File: src/oss_pkg.sv
/*
  Package for the oscillator source switch: source option codes, trim
  layout, switch-over states and the struct types that carry control and
  status between the switch and its surroundings.
  Assumes a single 50 MHz system clock.
*/
package oss_pkg;

  // Source option codes
  localparam logic [1:0] OSS_OPT_INTERNAL = 2'h0;
  localparam logic [1:0] OSS_OPT_EXTCLK   = 2'h1;
  localparam logic [1:0] OSS_OPT_RC       = 2'h2;
  localparam logic [1:0] OSS_OPT_CRYSTAL  = 2'h3;

  // Trim field
  localparam int         OSS_TRIM_W     = 8;
  localparam logic [7:0] OSS_TRIM_RESET = 8'h80;

  // Rising edges of the external clock needed before change-over
  localparam int         OSS_EDGES_NEEDED = 2;

  // Timing
  localparam int OSS_CLK_SYS_MHZ   = 50;
  localparam int OSS_LINK_PERIOD_NS = 160;

  typedef enum logic [1:0] {
    OSS_ST_INTERNAL,
    OSS_ST_WAIT_EDGES,
    OSS_ST_SWITCH,
    OSS_ST_EXTERNAL
  } oss_state_e;

  typedef struct packed {
    logic [1:0]            clock_source_option;
    logic                  option_written;
    logic                  ext_clock_on;
    logic [OSS_TRIM_W-1:0] trim;
  } oss_ctrl_s;

  typedef struct packed {
    logic ext_clock_on;
    logic ext_clock_engaged;
    logic int_osc_enable;
    logic use_external;
  } oss_stat_s;

  typedef struct packed {
    logic clock_in_is_input;
    logic clock_out_drives;
    logic rc_osc_enable;
    logic xtal_osc_enable;
  } oss_pin_s;

endpackage

File: src/oss_edge_sync.sv
/*
  Two-flop synchroniser with rising edge detect for the external clock.
  Assumes the input is asynchronous to clk_sys_i and at most clk/4 fast.
*/
`timescale 1ns/100ps
`default_nettype none
module oss_edge_sync (
  input  wire logic clk_sys_i,
  input  wire logic rst_n_i,
  input  wire logic async_i,
  output logic      level_o,
  output logic      rise_o
);
  logic meta_q;
  logic sync_q;
  logic prev_q;

  always_ff @(posedge clk_sys_i or negedge rst_n_i) begin
    if (!rst_n_i) begin
      meta_q <= 1'b0;
      sync_q <= 1'b0;
      prev_q <= 1'b0;
    end else begin
      meta_q <= async_i;
      sync_q <= meta_q;
      prev_q <= sync_q;
    end
  end

  assign level_o = sync_q;
  assign rise_o  = sync_q & ~prev_q;
endmodule
`default_nettype wire

File: src/oss_switch.sv
/*
  Oscillator source switch. Holds the internal oscillator after reset,
  sets up pins for the chosen source, and on request confirms two rising
  edges of the external clock before a glitch-free change-over.
  Assumes software control arrives as plain inputs on clk_sys_i and that
  clock_in_pin_i is asynchronous.
*/
// Notes on behaviour
// - After reset the internal oscillator is the running source.
// - The internal oscillator is tuned by an 8-bit trim, about 0.2% per step.
// - External clock mode takes a clock straight into the clock input pin.
// - RC mode enables the built-in RC oscillator on one pin.
// - Crystal mode enables the built-in crystal oscillator on two pins.
// - Writing a non-internal option makes the input pin a clock input, and the output pin too in crystal mode.
// - After the request the block waits for two external rising edges.
// - The system clock then moves to the external source without a glitch.
// - The engaged bit is set first and the internal oscillator stopped after.
// - Once external, the internal oscillator stays off until reset.
// - A stopped external clock does not cause a return to internal.
// - The external-clock-on status reads 1 from an accepted request until reset.
// - The engaged status reads 1 while the external source drives the clock.
`timescale 1ns/100ps
`default_nettype none
module oss_switch (
  input  wire logic              clk_sys_i,
  input  wire logic              rst_n_i,
  input  wire oss_pkg::oss_ctrl_s ctrl_i,
  input  wire logic              clock_in_pin_i,
  input  wire logic              port_out_i,
  input  wire logic              port_oe_i,
  output oss_pkg::oss_stat_s     stat_o,
  output oss_pkg::oss_pin_s      pin_o,
  output logic [7:0]             trim_o,
  output logic                   clock_out_pin_o,
  output logic                   clock_out_pin_oe_o
);
  import oss_pkg::*;

  oss_state_e  state_q;
  logic [1:0]  opt_q;
  logic        opt_valid_q;
  logic [1:0]  edge_cnt_q;
  logic        engaged_q;
  logic        int_en_q;
  logic        use_ext_q;
  logic        gen_on_q;
  logic [7:0]  trim_q;
  oss_pin_s    pin_q;
  logic        out_q;
  logic        oe_q;
  logic        ext_level;
  logic        ext_rise;

  // ---------------------------------------------------------------
  // External clock sampling
  // ---------------------------------------------------------------
  oss_edge_sync u_sync (
    .clk_sys_i (clk_sys_i),
    .rst_n_i   (rst_n_i),
    .async_i   (clock_in_pin_i),
    .level_o   (ext_level),
    .rise_o    (ext_rise)
  );

  // ---------------------------------------------------------------
  // Option capture and trim
  // ---------------------------------------------------------------
  always_ff @(posedge clk_sys_i or negedge rst_n_i) begin
    if (!rst_n_i) begin
      opt_q       <= OSS_OPT_INTERNAL;
      opt_valid_q <= 1'b0;
      trim_q      <= OSS_TRIM_RESET;
    end else begin
      trim_q <= ctrl_i.trim;
      // Source is frozen once the change-over starts
      if (ctrl_i.option_written && state_q == OSS_ST_INTERNAL) begin
        opt_q       <= ctrl_i.clock_source_option;
        opt_valid_q <= 1'b1;
      end
    end
  end

  // ---------------------------------------------------------------
  // Pin setup
  // ---------------------------------------------------------------
  always_ff @(posedge clk_sys_i or negedge rst_n_i) begin
    if (!rst_n_i) begin
      pin_q <= '0;
      out_q <= 1'b0;
      oe_q  <= 1'b0;
    end else begin
      pin_q.clock_in_is_input <= opt_valid_q && opt_q != OSS_OPT_INTERNAL;
      pin_q.clock_out_drives  <= opt_valid_q && opt_q == OSS_OPT_CRYSTAL;
      pin_q.rc_osc_enable     <= opt_valid_q && opt_q == OSS_OPT_RC;
      pin_q.xtal_osc_enable   <= opt_valid_q && opt_q == OSS_OPT_CRYSTAL;
      // port drive until crystal takes the pin
      if (opt_valid_q && opt_q == OSS_OPT_CRYSTAL) begin
        out_q <= 1'b1;
        oe_q  <= 1'b1;
      end else begin
        out_q <= port_out_i;
        oe_q  <= port_oe_i;
      end
    end
  end

  // ---------------------------------------------------------------
  // Change-over sequence
  // ---------------------------------------------------------------
  always_ff @(posedge clk_sys_i or negedge rst_n_i) begin
    if (!rst_n_i) begin
      state_q    <= OSS_ST_INTERNAL;
      edge_cnt_q <= 2'h0;
      gen_on_q   <= 1'b0;
    end else begin
      unique case (state_q)
        OSS_ST_INTERNAL: begin
          edge_cnt_q <= 2'h0;
          if (ctrl_i.ext_clock_on && opt_valid_q && opt_q != OSS_OPT_INTERNAL) begin
            gen_on_q <= 1'b1;
            state_q  <= OSS_ST_WAIT_EDGES;
          end
        end
        OSS_ST_WAIT_EDGES: begin
          // count two rises, wait forever otherwise
          if (ext_rise) begin
            if (edge_cnt_q == 2'(OSS_EDGES_NEEDED - 1)) begin
              state_q <= OSS_ST_SWITCH;
            end
            edge_cnt_q <= edge_cnt_q + 2'h1;
          end
        end
        OSS_ST_SWITCH: begin
          // wait for low phase before handing over
          if (!ext_level) begin
            state_q <= OSS_ST_EXTERNAL;
          end
        end
        OSS_ST_EXTERNAL: begin
          state_q <= OSS_ST_EXTERNAL;
        end
      endcase
    end
  end

  // ---------------------------------------------------------------
  // Clock select and status
  // ---------------------------------------------------------------
  always_ff @(posedge clk_sys_i or negedge rst_n_i) begin
    if (!rst_n_i) begin
      use_ext_q <= 1'b0;
      engaged_q <= 1'b0;
      int_en_q  <= 1'b1;
    end else begin
      // select changes only while the synchronised external clock is low
      if (state_q == OSS_ST_SWITCH && !ext_level) begin
        use_ext_q <= 1'b1;
      end
      // engaged one cycle after select, then stop internal
      if (use_ext_q) begin
        engaged_q <= 1'b1;
      end
      if (engaged_q) begin
        int_en_q <= 1'b0;
      end
    end
  end

  assign stat_o = '{ext_clock_on:      gen_on_q,
                    ext_clock_engaged: engaged_q,
                    int_osc_enable:    int_en_q,
                    use_external:      use_ext_q};
  assign pin_o                    = pin_q;
  assign trim_o                   = trim_q;
  assign clock_out_pin_o          = out_q;
  assign clock_out_pin_oe_o       = oe_q;
endmodule
`default_nettype wire
File: config.mk
export PLATFORM = sky130hd
export DESIGN_NAME = oss_switch
export DESIGN_NICKNAME = d
export VERILOG_FILES = /design/src/oss_pkg.sv /design/src/oss_edge_sync.sv /design/src/oss_switch.sv
export SDC_FILE = /design/constraint.sdc
export NUM_CORES = 1
export LEC_CHECK = 0
export BUFFER_PORTS_ARGS = -buffer_cell sky130_fd_sc_hd__buf_2
export CORE_MARGIN = 2
export CORE_UTILIZATION = 45
export DETAILED_ROUTE_END_ITERATION = 8
export GPL_ROUTABILITY_DRIVEN = 0
export PLACE_DENSITY = 0.74
export SLEW_MARGIN = 20
export SYNTH_ARGS = -nofsm -noshare
export SYNTH_HDL_FRONTEND = slang
export SYNTH_SLANG_ARGS = --single-unit
File: constraint.sdc
create_clock -name clk_sys_i -period 1.3 [get_ports clk_sys_i]
set_input_delay 0.26 -clock clk_sys_i [delete_from_list [all_inputs] [get_ports clk_sys_i]]
set_output_delay 0.26 -clock clk_sys_i [all_outputs]
set_load 0.005 [all_outputs]
# Yosys cells after proc, flatten, opt, wreduce, memory -nomap -nowiden
# Index checks and enable logic that the tools add are counted.
# word_totals
reg_bits,27
input_bits,17
out_inout_bits,18
elab_cells,53
# op_classes
add_sub_neg,1
n_eq_ne,10
mux,9
bitwise_logic,2
n_reduce_logical,14
# op_table
op,count
$mux 2,5
$eq 2x2->1 const B,4
$pmux 2 s4,1
$logic_and 1x1->1,7
$ne 2x2->1 const B,3
$eq 2x1->1 const B,2
$pmux 2 s2,1
$reduce_and 2->1,2
$reduce_and 4->1,1
$reduce_bool 2->1,2
$add 2x1->2 const B,1
$logic_not 2->1,1
$mux 1,2
$ne 2x1->1 const B,1
$and 1x1->1,1
$logic_not 1->1,1
$not 1->1,1

# Logic depth before layout (Yosys ltp)
# logic_depth
word_depth,4
depth_mapped,4
ltp_nobuf,4

# Cells and area by module
# Synthesis repeated with hierarchy kept, for this count alone.
# unflattened
cells_unflattened,63
area_unflattened_um2,942.2
# by_module_without_submodules
module,n_inst,cells_per_inst,area_each_um2,seq_area_each_um2
oss_switch,1,59,853.3,603.1
oss_edge_sync,1,4,88.8,75.1

# Worst setup path after synthesis
# Ideal clock, no wire load.
# synth_path
path_type,register -> register
start,reg state_q[1]
end,reg edge_cnt_q[1]
setup_ns,0.064
arrival_time_ns,1.046
setup_slack_ns,0.190
stages_incl_launch_ff,4
path_buffers,0
cell_sequence,dfrtp_1 or3b_1 o22ai_1 a22o_2
# synth_between
elab_chain_cells,3
word_cells_on_any_way,6
# synth_rtl
element,line,text
from (decl),oss_switch.sv:39,oss_state_e state_q;
from (signal assigned),oss_switch.sv:112,state_q <= OSS_ST_INTERNAL;
from (signal assigned),oss_switch.sv:121,state_q <= OSS_ST_WAIT_EDGES;
from (signal assigned),oss_switch.sv:128,state_q <= OSS_ST_SWITCH;
$eq 2x1->1 or $logic_not 2->1 (tied branches),oss_switch.sv:116,unique case (state_q)
$ne 2x2->1 (no line) or $reduce_bool 2->1 (tied branches),-,
$reduce_and 2->1 (no line),-,
to (signal assigned),oss_switch.sv:130,edge_cnt_q <= edge_cnt_q + 2'h1;
to (decl),oss_switch.sv:42,logic [1:0] edge_cnt_q;
# Several ways; a longest one is shown, not always the timed one.
# A chain may end at the register's enable or synchronous reset.

# Worst setup path in the final report
# layout_path
start,reg int_en_q
end,out stat_o[1] in the netlist's numbering
# layout_lines
element,line,text
from (decl),oss_switch.sv:44,logic int_en_q;
from (signal assigned),oss_switch.sv:153,int_en_q <= 1'b1;
from (signal assigned),oss_switch.sv:164,int_en_q <= 1'b0;
to (decl),oss_switch.sv:31,"output oss_pkg::oss_stat_s stat_o,"
# No word-level cell between the ends.

==> flow_summary.toml <==
[worst_setup_path]
path_delay_family = "flip-flops"
timing.rr.end = "edge_cnt_q[1]"
worstPathRequired_ns = 1.04
reg2reg_depth = 3
r2r_setup_slack_ns = 0.09
cp.arrival_ns = 0.97
cp_max_fo = 2
path_cells = "buf_2"
cp_slowest_cell = "dfstp_2"
cp_num_buf_inv = 1
worstSetupPathType = "reg -> out"
end_kind = "primary output"
r2r-start = "state_q[1]"
worst_setup_path_start_kind = "flip-flop"
critPathMaxStageDelay_ns = 0.55

[synthesis]
ys_seq_elements = 27
yosys_warnings = 0
ys_seq_area_share_pct = 73.34
syn_avg_cell_area_um2 = 14.91
synth_nets = 80
yosys-top-cells-count = "25 x dfrtp_1, 5 x buf_4"
netlist_area_um2 = 924.6
yosys.area.top_type = "dfrtp_1"
synth_ff_type = "dfrtp_1"
synth-edff-count = 0
yosys.area.top_type_share_pct = 67.66
synthCells = 62
yosysUniqueCellTypes = 22
synth_most_common_cell = "dfrtp_1"
async_flop_share_pct = 100.0
ys_top_cells_by_area = "dfrtp_1 68%, dfstp_2 5.7%, buf_4 4.1%"

[global_route]
grt_pass1_vias = 575
grt_max_degree = 28
antenna_found_initial = 0
grt_pass1_wl_um = 2359
grt_use_total_pct = 13.35
overflow = 0

[die]
die_w_um = 49.33
start_util_pct = 47.62
io_pins = 35
fp.dieArea_um2 = 2433
fp-row-count = 16
die-height_um = 49.33
core_um2 = 1942

[power_and_ir_drop]
power_density_nw_per_um2 = 1547
ir_worst_vdd_mv = 1.003
p_leak_nw = 0.5752

[clock_network]
cts_made_buffers = 3
cts_setup_buffers = 0
cts.sinks = 27
cts_max_level = 1
clockRootBuffer = "clkbuf_4"
hold_buffers = 1
cts_tree = "yes"
clock_path_buffers = 2
clkTransAtPathRegs_ns = 0.14
clk_latency_ns = 0.32
cts_resized = 0

[timing]
fin_crit_sh_pct = 94.42
worst_pin_slew_ns = 0.5600
hold_viol = 0
slew-limit-headroom_pct = 62.66
fin_skew_ns = 0.01012
fmax_mhz = 814.7
setup_violations = 0
rsz0062_at_grt = "false"
tns_ns = 0
period_minus_slack_ns = 1.227
final_max_slew_viol_count = 0

[detailed_routing]
vias_per_cell = 4.634
first_iter_violations = 7
drc = 0
wl_per_cell_um = 11.28
antenna_left = 0
num_vias = 570
totalWireLength_um = 1388
firstDrtPassIters = 4

[run_status]
status = "finished, final reports clean"

[hold_path]
hold_depth = 1
min_from = "ctrl_i[7]"
hold_class = "in -> reg"
min_to = "trim_o[7]"

[job]
drv_cap = 0

[cells_and_area]
fin_nets = 115
finish.instance_area_um2 = 1131
diodes = 0
syn2layout_area_growth_pct = 22.33
drive_above_1_share_pct = 47.92

[placement]
io_buffers = 34
place_area_um2 = 1091
place_hpwl_um = 1059
registers in the layout (all words and copies together), names as in the netlist:
register / flops
opt_q: 2
u_sync.prev_q: 1
state_q: 2
u_sync.level_o: 1
clock_out_pin_o: 1
engaged_q: 1
trim_o: 8
edge_cnt_q: 2
opt_valid_q: 1
pin_o: 3
use_ext_q: 1
u_sync.meta_q: 1
int_en_q: 1
clock_out_pin_oe_o: 1
gen_on_q: 1
power by group:
| part | internal [mW] | leakage, nW | switching (mW) | total (mW) |
|---|---|---|---|---|
| registers | 0.987 | 0.310 | 0.106 | 1.09 |
| logic | 0.182 | 0.252 | 0.125 | 0.307 |
| clock network | 0.117 | 0.0139 | 0.232 | 0.349 |
area by class of cell:
type,count,area (um2)
inverters,3,11.26
repair buffers,35,180.2
multi-input cells,27,197.7
clock inverters,1,7.507
fillers,170,810.8
flip-flops and latches,27,678.2
clock buffers,3,22.52
well taps,27,33.78
cells in the final DEF, fill, tap and decap left out, drive strengths merged:
| master | instances |
|---|---|
| a21o | 1 |
| a221oi | 1 |
| a22o | 2 |
| a31o | 2 |
| and4b | 1 |
| buf | 34 |
| clkbuf | 3 |
| clkinvlp | 1 |
| dfrtp | 25 |
| dfstp | 2 |
| dlygate4sd3 | 1 |
| ha | 1 |
| inv | 3 |
| mux2 | 2 |
| mux2i | 1 |
| nand2 | 3 |
| nand2b | 3 |
| nand3 | 1 |
| nor2 | 2 |
| nor2b | 3 |
| o21a | 1 |
| o22ai | 1 |
| or2 | 1 |
| or3b | 1 |
cells by family (layout without fill, tap and decap cells):
family | after synthesis | count (layout) | share of synthesized area (%)
compound gates | 8 | 8 | 7.174
fa+ha+maj | 1 | 1 | 1.353
buf+inv | 8 | 42 | 5.278
flops | 27 | 27 | 73.34
mux | 3 | 3 | 3.518
simple gates | 15 | 15 | 9.338
how the worst max path moves through the flow:
stage / to / from / cells after the start
floorplan: edge_cnt_q[1] / state_q[1] / 3
global placement: edge_cnt_q[1] / state_q[1] / 3
detailed placement: edge_cnt_q[0] / state_q[1] / 3
CTS: stat_o[1] / int_en_q / 1
global route: opt_q[0] / state_q[1] / 3
finish: stat_o[1] / int_en_q / 1
through the flow:
stage | hold WS, ns | util (%) | cells | setup WS [ns] | power [mW]
2_1_floorplan | -0.03559 | - | 62 | 0.1904 | 1.304
3_3_place_gp | 0.2757 | 56.19 | 118 | 0.1688 | 1.402
3_5_place_dp | 0.2844 | 56.19 | 118 | 0.1225 | 1.424
4_1_cts | 0.01238 | 58.25 | 123 | 0.06032 | 1.771
5_1_grt | 0.0006380 | 58.25 | 123 | 0.01888 | 1.857
6_report | 0.02091 | 58.25 | 123 | 0.07256 | 1.750
per-layer routing:
metal	global-route usage, %	routed length (um)	vias to the layer above
li1	-	-	271
met5	0	0	-
met1	14.08	557	270
met3	4.908	121	2
met4	7.143	25	0
met2	22.97	684	27
No activity file was read; power rests on OpenSTA's default activity.
